## config.mk

```make
export PLATFORM = sky130hd
export DESIGN_NAME = sar_converter_sequencer
export DESIGN_NICKNAME = d
export VERILOG_FILES = /design/src/inc/sar_pkg.sv /design/src/core/sar_prescaler.sv /design/src/core/sar_converter_sequencer.sv
export SDC_FILE = /design/constraint.sdc
export NUM_CORES = 1
export LEC_CHECK = 0
export ABC_AREA = 1
export BUFFER_PORTS_ARGS = -buffer_cell sky130_fd_sc_hd__buf_4
export CORE_MARGIN = 1
export CORE_UTILIZATION = 46
export CTS_BUF_LIST = sky130_fd_sc_hd__clkbuf_4 sky130_fd_sc_hd__clkbuf_8 sky130_fd_sc_hd__clkbuf_16
export DETAILED_ROUTE_END_ITERATION = 7
export PLACE_DENSITY = 0.74
export SLEW_MARGIN = 40
export SYNTH_ARGS = -nofsm -noshare
export SYNTH_HDL_FRONTEND = slang
export SYNTH_HIERARCHICAL = 1
export SYNTH_SLANG_ARGS = --single-unit
export TNS_END_PERCENT = 30
```

## constraint.sdc

```tcl
create_clock -name clock_i -period 3.1 [get_ports clock_i]
set_input_delay 0.62 -clock clock_i [delete_from_list [all_inputs] [get_ports clock_i]]
set_output_delay 0.62 -clock clock_i [all_outputs]
set_load 0.1 [all_outputs]
```

## src/inc/sar_pkg.sv

```systemverilog
// Package for the converter sequencer: register map, field layout, timing counts.
// Assumes a 32-bit APB slave with word-aligned registers.
package sar_pkg;

  // ********************
  // Register map
  // ********************
  localparam logic [7:0] OFF_CTRL_A = 8'h00;
  localparam logic [7:0] OFF_CTRL_B = 8'h04;
  localparam logic [7:0] OFF_CHAN = 8'h08;
  localparam logic [7:0] OFF_RESULT = 8'h0C;
  localparam logic [7:0] OFF_COMP = 8'h10;
  localparam logic [7:0] OFF_DIDR = 8'h14;

  // ********************
  // Field positions
  // ********************
  localparam int CA_ENABLE = 7;
  localparam int CA_START = 6;
  localparam int CA_AUTO = 5;
  localparam int CA_DONE = 4;
  localparam int CC_OUT = 5;
  localparam int CC_FLAG = 4;
  localparam int CC_IRQ_EN = 3;

  // ********************
  // Reset values, timing, trigger and comparator mode codes
  // ********************
  localparam logic [7:0] RESET_BYTE = 8'h00;
  localparam logic [4:0] CYC_NORMAL = 5'h0D;
  localparam logic [4:0] CYC_FIRST = 5'h19;
  localparam logic [4:0] SH_NORMAL = 5'h03;
  localparam logic [4:0] SH_FIRST = 5'h10;
  localparam logic [4:0] SH_AUTO = 5'h02;
  localparam logic [2:0] TRIG_DONE = 3'h0;
  localparam logic [1:0] CMP_TOGGLE = 2'h0;
  localparam logic [1:0] CMP_FALL = 2'h2;
  localparam logic [1:0] CMP_RISE = 2'h3;

  typedef enum {ST_IDLE, ST_CONV} conv_state_t;

  typedef struct packed {
    logic [7:0] addr;
    logic write;
    logic sel;
    logic enable;
    logic [31:0] wdata;
  } apb_req_t;

endpackage

```

## src/core/sar_prescaler.sv

```systemverilog
// Converter clock prescaler: produces one-cycle ticks of the converter clock.
// Assumes the enable and restart inputs come from the same clock domain.
module sar_prescaler
  import sar_pkg::*;
(
  // Clock and reset
  input wire logic clock_i,
  input wire logic nrst_i,
  // Control
  input wire logic run_i,
  input wire logic restart_i,
  input wire logic [2:0] divider_select_i,
  // Tick
  output logic tick_o
);

  typedef struct packed {
    logic [6:0] count;
  } pre_state_t;

  pre_state_t state;
  pre_state_t next_state;
  logic [6:0] limit;

  // ********************
  // Divide by 2 to 128
  // ********************
  always_comb begin
    limit = 7'h01;
    if (divider_select_i > 3'h1) begin
      limit = 7'((8'h01 << divider_select_i) - 8'h01);
    end
    next_state = state;
    if (!run_i || restart_i) begin
      next_state.count = 7'h00;
    end else if (state.count == limit) begin
      next_state.count = 7'h00;
    end else begin
      next_state.count = state.count + 7'h01;
    end
  end

  assign tick_o = run_i && !restart_i && (state.count == limit);

  always_ff @(posedge clock_i) begin
    if (!nrst_i) begin
      state <= '0;
    end else begin
      state <= next_state;
    end
  end

endmodule

```

## src/core/sar_converter_sequencer.sv

```systemverilog
// Converter sequencer: APB registers, conversion timing, channel lock, comparator edges.
// Assumes an external SAR datapath answering with an 8-bit code at hold time.
module sar_converter_sequencer
  import sar_pkg::*;
(
  // Clock and reset
  input wire logic clock_i,
  input wire logic nrst_i,
  // APB slave
  input wire logic psel_i,
  input wire logic penable_i,
  input wire logic pwrite_i,
  input wire logic [7:0] paddr_i,
  input wire logic [31:0] pwdata_i,
  output logic [31:0] prdata_o,
  output logic pready_o,
  output logic pslverr_o,
  // Trigger sources, same clock domain
  input wire logic [7:0] trigger_sources_i,
  // Analog front end
  input wire logic [7:0] sar_code_i,
  input wire logic comparator_raw_i,
  input wire logic [1:0] port_pins_i,
  output logic [1:0] mux_select_o,
  output logic mux_enable_o,
  output logic sample_hold_o,
  output logic [1:0] input_buffer_off_o,
  output logic [1:0] port_read_o,
  output logic comparator_flag_o
);

  typedef struct packed {
    conv_state_t phase;
    logic enable;
    logic start;
    logic auto_en;
    logic done_flag;
    logic [2:0] divider;
    logic [2:0] trig_select;
    logic [1:0] chan_buf;
    logic [1:0] chan_eff;
    logic [7:0] result;
    logic [7:0] held_code;
    logic [4:0] cycle;
    logic [4:0] length;
    logic [4:0] hold_at;
    logic first;
    logic pending;
    logic trig_prev;
    logic [1:0] cmp_sync;
    logic cmp_prev;
    logic cmp_flag;
    logic cmp_irq_en;
    logic [1:0] cmp_mode;
    logic [1:0] didr;
    logic [1:0] pin_meta;
    logic [1:0] pin_sync;
    logic sample;
    logic [31:0] rdata;
  } seq_state_t;

  seq_state_t state;
  seq_state_t next_state;
  logic tick;
  logic restart;
  logic trig_level;
  logic trig_edge;
  logic wr;
  logic rd;
  logic cmp_event;
  logic cmp_now;
  logic done_now;
  logic [1:0] pin_masked;

  // ********************
  // Prescaler
  // ********************
  sar_prescaler prescaler (
    .clock_i(clock_i),
    .nrst_i(nrst_i),
    .run_i(state.enable),
    .restart_i(restart),
    .divider_select_i(state.divider),
    .tick_o(tick)
  );

  // ********************
  // Bus and event decode
  // ********************
  assign wr = psel_i && penable_i && pwrite_i;
  assign rd = psel_i && !penable_i && !pwrite_i;
  // Done flag as source is handled by completion, not by edge, so it never stalls
  assign trig_level = (state.trig_select == TRIG_DONE) ? 1'b0
                      : trigger_sources_i[state.trig_select];
  assign trig_edge = state.enable && state.auto_en && trig_level && !state.trig_prev;
  assign restart = trig_edge && (state.phase == ST_IDLE) && !state.pending;
  assign cmp_now = state.cmp_sync[1];
  always_comb begin
    case (state.cmp_mode)
      CMP_TOGGLE: cmp_event = cmp_now != state.cmp_prev;
      CMP_FALL: cmp_event = !cmp_now && state.cmp_prev;
      CMP_RISE: cmp_event = cmp_now && !state.cmp_prev;
      default: cmp_event = 1'b0;
    endcase
  end
  assign done_now = (state.phase == ST_CONV) && tick && (state.cycle == state.length);

  // ********************
  // Per-pin input disable
  // ********************
  // Masking before the register keeps a disabled pin at zero with no glitch
  for (genvar b = 0; b < 2; b++) begin : g_pin
    assign pin_masked[b] = state.pin_meta[b] && !state.didr[b];
  end

  // ********************
  // Sequencing
  // ********************
  always_comb begin
    next_state = state;
    next_state.sample = 1'b0;
    next_state.trig_prev = trig_level;
    next_state.cmp_sync = {state.cmp_sync[0], comparator_raw_i};
    next_state.cmp_prev = cmp_now;
    next_state.pin_meta = port_pins_i;
    next_state.pin_sync = pin_masked;
    if (cmp_event) begin
      next_state.cmp_flag = 1'b1;
    end else if (wr && paddr_i == OFF_COMP && pwdata_i[CC_FLAG]) begin
      next_state.cmp_flag = 1'b0;
    end
    // Locked during a conversion until its last cycle, so a late write cannot disturb the held sample
    if (state.enable && (state.phase == ST_IDLE || state.cycle == state.length)) begin
      next_state.chan_eff = state.chan_buf;
    end
    if (restart) begin
      next_state.pending = 1'b1;
      next_state.start = 1'b1;
    end
    case (state.phase)
      ST_IDLE: begin
        if (tick && (state.start || state.pending)) begin
          next_state.phase = ST_CONV;
          next_state.cycle = 5'h01;
          next_state.length = state.first ? CYC_FIRST : CYC_NORMAL;
          next_state.hold_at = state.first ? SH_FIRST : (state.pending ? SH_AUTO : SH_NORMAL);
          next_state.pending = 1'b0;
          next_state.first = 1'b0;
        end
      end
      ST_CONV: begin
        if (tick) begin
          next_state.cycle = state.cycle + 5'h01;
          if (state.cycle == state.hold_at) begin
            next_state.sample = 1'b1;
            next_state.held_code = sar_code_i;
          end
          if (done_now) begin
            next_state.result = state.held_code;
            next_state.done_flag = 1'b1;
            if (state.auto_en && state.trig_select == TRIG_DONE) begin
              next_state.cycle = 5'h01;
              next_state.length = CYC_NORMAL;
              next_state.hold_at = SH_NORMAL;
            end else begin
              next_state.phase = ST_IDLE;
              next_state.start = 1'b0;
            end
          end
        end
      end
      default: next_state.phase = ST_IDLE;
    endcase
    if (wr) begin
      case (paddr_i)
        OFF_CTRL_A: begin
          next_state.enable = pwdata_i[CA_ENABLE];
          next_state.auto_en = pwdata_i[CA_AUTO];
          next_state.divider = pwdata_i[2:0];
          if (pwdata_i[CA_START] && pwdata_i[CA_ENABLE]) begin
            next_state.start = 1'b1;
          end
          if (pwdata_i[CA_DONE] && !done_now) begin
            next_state.done_flag = 1'b0; // Set wins over clear
          end
          if (!state.enable && pwdata_i[CA_ENABLE]) begin
            next_state.first = 1'b1;
          end
          if (!pwdata_i[CA_ENABLE]) begin
            next_state.phase = ST_IDLE; // Disabling aborts any conversion
            next_state.start = 1'b0;
            next_state.pending = 1'b0;
          end
        end
        OFF_CTRL_B: next_state.trig_select = pwdata_i[2:0];
        OFF_CHAN: next_state.chan_buf = pwdata_i[1:0];
        OFF_COMP: begin
          next_state.cmp_irq_en = pwdata_i[CC_IRQ_EN];
          next_state.cmp_mode = pwdata_i[1:0];
        end
        OFF_DIDR: next_state.didr = pwdata_i[1:0];
        default: next_state.rdata = state.rdata;
      endcase
    end
    if (rd) begin
      case (paddr_i)
        OFF_CTRL_A: next_state.rdata = {24'h000000, state.enable, state.start, state.auto_en,
                                        state.done_flag, 1'b0, state.divider};
        OFF_CTRL_B: next_state.rdata = {29'h00000000, state.trig_select};
        OFF_CHAN: next_state.rdata = {30'h00000000, state.chan_buf};
        OFF_RESULT: next_state.rdata = {24'h000000, state.result};
        OFF_COMP: next_state.rdata = {26'h0000000, cmp_now, state.cmp_flag, state.cmp_irq_en,
                                      1'b0, state.cmp_mode};
        OFF_DIDR: next_state.rdata = {30'h00000000, state.didr};
        default: next_state.rdata = 32'h00000000;
      endcase
    end
  end

  always_ff @(posedge clock_i) begin
    if (!nrst_i) begin
      state <= '0;
    end else begin
      state <= next_state;
    end
  end

  // ********************
  // Outputs
  // ********************
  assign prdata_o = state.rdata;
  assign pready_o = 1'b1;
  assign pslverr_o = 1'b0;
  assign mux_select_o = state.chan_eff;
  assign mux_enable_o = state.enable;
  assign sample_hold_o = state.sample;
  assign input_buffer_off_o = state.didr;
  assign port_read_o = state.pin_sync;
  assign comparator_flag_o = state.cmp_flag;

endmodule

```

==> results.txt <==
----------------------------------------------------
[Routing]
  Vias per std cell ... roughly 4.8
  Number of antenna-violating nets in the routed design ... 0
  Via Count ... 3963
  Length of the first detailed-routing pass in iterations ... 5
  Starting DRT DRC Count ... 169
  Post-route DRC ... 0
  Final wirelength ... about 9.4 mm
  Final routed wire length divided by cell count ... 11.3 um

[Setup path]
  Critical path fanouts, max ... 10
  Critical path arrival ... 3120 ps
  Startpoint of the most critical setup path ... state[89]$_SDFFE_PN0P_
  Critical Path, Cell by Cell ... nor2_1 > nand2_1 > ha_1 > inv_1 > a21oi_1 > nand3_1 > nand2_1 > nand3_2 > nor2_1 > inv_2 > a21oi_4 > inv_2 > nand2_1 > nand3_1 > inv_2 > nand2_2 > nand2_2 > o21ai_1
  Slowest Stage Delay on Critical Path ... 540 ps
  Setup Crit Path Kind ... register to register
  Worst reg2reg path depth ... 18
  Minimum setup slack among reg-to-reg paths ... roughly 250 ps
  Total stage count of the critical path ... 18
  Worst R2R End ... state[56]$_SDFFE_PN0P_
  Endpoint required time on the critical path ... 3370 ps
  Top Family by Delay on Critical Path ... simple AND/OR/NAND/NOR gates
  Cell with the largest stage delay on the worst path ... dfxtp_1
  Reg-to-reg startpoint ... state[89]$_SDFFE_PN0P_
  Critical Path End Type ... register
  Buffer and inverter count on the worst path ... 4
  Startpoint class of the critical path ... register

[Floorplan]
  Count of standard-cell rows ... 36
  Initial Utilization ... 47.7%
  Height of the die ... around 100 um
  Die width ... 103 um
  Total Die Area ... 10600 um2
  Core area ... roughly 9800 um2
  I/O pin total ... 107

[Synth]
  Async set or reset register ratio after synthesis ... 0%
  Post-synthesis sequential area ratio ... 44.0%
  Cell count after synthesis ... 621
  Synth Flop Type ... dfxtp_1
  Netlist area before placement ... 4690 um2
  Number of register bits inferred by synthesis ... ~100
  Warning count from the yosys run ... 6
  Netlist cell types ... 40
  Synth Area per Inst ... 7.55 um2
  Number of flops mapped to enable cells by yosys ... 0

[Clock tree]
  Number of clock sinks ... 103
  CTS clk-pin slew, worst paths ... 100 ps
  Clock root cell ... clkbuf_8
  Number of post-CTS setup repair buffers ... 0
  Clock network latency to the later pin of the worst-skew pair ... 370 ps
  TritonCTS clock tree ... built
  Clock buffers created by TritonCTS ... 9
  H-tree depth reported by CTS ... 3
  Maximum number of buffers from clock root to sink ... 2
  Number of gates resized after cts ... 0
  Number of hold buffers added after CTS ... 0

[Cells and area]
  Diodes inserted ... 0
  Fraction of final layout cells with drive strength greater than 1 ... 16.3%
  Growth of design area from synthesis to finish ... 13.6%
  Fill count ... around 950
  Nets@finish ... 763

[Placed design]
  Weighted congestion at the end of routability-driven global placement ... about 0.84
  Port bufs ... 56
  DP Wirelength ... 7.07 mm

[Worst hold path]
  Cell depth of the worst hold path ... 2
  Class of the tightest hold or removal check ... register to register
  Hold worst-path end ... port_read_o[0]$_SDFF_PN0_
  Launch instance of the worst min-delay path ... state[35]$_SDFF_PN0_

[Timing]
  Hold Fails Final Rpt ... 0
  Rel. slew slack ... around 62%
  Final setup skew ... around 9.7 ps
  Achievable frequency ... 0.351 GHz
  Final critical-path required period ... 2850 ps
  Transition time at the pin with the least slew margin ... roughly 570 ps
  Setup tns final ... 0 ps
  Number of slew-limit violations in the final report ... 0
  Setup repair after global routing missed its margin ... false
  Final period util ... 91.9%
  Final Setup Violations ... 0

[Global route]
  Vias in the first global route ... 3508
  Number of antenna violations at the first check in global routing ... 0
  Largest net degree at the start of global routing ... 46
  Global-route wire length before repair ... 15.4 mm
  Overall global routing resource usage ... 18.6%
  Overflow left after global routing ... 0

[Power]
  Total design power ... 0.00244 W
  Peak supply drop ... roughly 0.00031 V
  Power per standard cell area ... 459 nW/um2
  Leakage Power ... 2.22 nW

[Outcome]
  Status ... finished, final reports clean

[Job]
  Total of max-cap violations ... 0

----------------------------------------------------
## worst min-delay path, stage by stage (launching register included)
cell and delay (ps):
dfxtp_1 310, nand2_1 50, nor2_1 30
## cell usage after synthesis (all sizes together) (5+ instances only)
cell type / n / area share (%)
nand2: 117 / 9.8
dfxtp: 103 / 44
inv: 85 / 6.8
nor2: 73 / 6.9
a21oi: 52 / 5.9
o21ai: 52 / 5.7
buf: 45 / 7.5
nand3: 36 / 4.2
nand4: 13 / 2.2
nor3: 10 / 1.5
o22ai: 8 / 1.1
clkbuf: 6 / 0.48
ha: 5 / 1.3
## layout make-up
cell class                      instances  area [um2]  area share, %
Clock buffer                           10         138           2.59
Clock inverter                          6        62.6           1.18
Inverter                               87         327           6.14
Multi-Input combinational cell        435        2130           40.0
Sequential cell                       103        2060           38.7
Tap cell                              133         166           3.13
Timing Repair Buffer                   58         435           8.18
## cell families after synthesis
kind of cell	share of synthesized area, %
XOR/XNOR	1.28
flip-flops	44.0
AO/OA/AOI/OAI	13.5
adder cells (fa/ha/maj)	1.34
other	0.160
AND/OR/NAND/NOR	24.8
buffers and inverters	14.9
## power breakdown
part           internal [W]  leakage, nW  total, W  switching [W]
Clock              0.000335        0.102  0.000826       0.000491
Sequential          0.00135        0.843   0.00136     0.00000762
Combinational     0.0000495         1.27  0.000259       0.000210
## worst max-delay path by stage
stage,to
floorplan,state[56]$_SDFFE_PN0P_
global placement,state[56]$_SDFFE_PN0P_
detailed placement,state[56]$_SDFFE_PN0P_
CTS,state[56]$_SDFFE_PN0P_
global route,state[56]$_SDFFE_PN0P_
finish,state[56]$_SDFFE_PN0P_
## metal layers
layer  up-vias  GRT usage (%)  wire length [um]
li1       2045              -                 -
met1      1796           22.9              4230
met2       115           32.2              4610
met3         7           5.36               489
met4         0           4.01                76
met5         -              0                 0
## state kept, by name, indices dropped and copies added (netlist names)
register,flops
input_buffer_off_o,2
comparator_flag_o,1
prescaler/state,7
next_state,1
cmp_now,1
port_read_o,2
prdata_o,8
mux_enable_o,1
sample_hold_o,1
state,77
mux_select_o,2
## cell usage in the layout, fill, tap and decap left out, types with 4 or more instances in the layout
cell	Yosys	layout
o21ai_1	10	10
dfxtp_1	103	103
buf_4	40	58
nand2_2	5	5
inv_2	6	6
conb_1	2	57
nor2_2	14	14
o22ai_1	8	8
a21oi_1	50	50
inv_1	79	79
nand2_1	111	111
nand4_1	11	11
nor3_1	7	7
xor2_1	4	4
ha_1	5	5
o21ai_0	40	40
nor2_1	57	57
clkbuf_8	0	10
nand3_1	34	34
## stage by stage
stage                     utilization (%)  cells  worst slack, ps  cell area [um2]  hold slack (ps)
after CTS                            54.2    832              326             5320              420
after floorplan                         -    676              361             4890              390
final                                54.2    832              250             5320              420
after global placement               52.2    816              444             5120              400
after global routing                 54.2    832             34.2             5320              412
after detailed placement             52.2    816              366             5120              404
(Power assumes the default switching activity.)
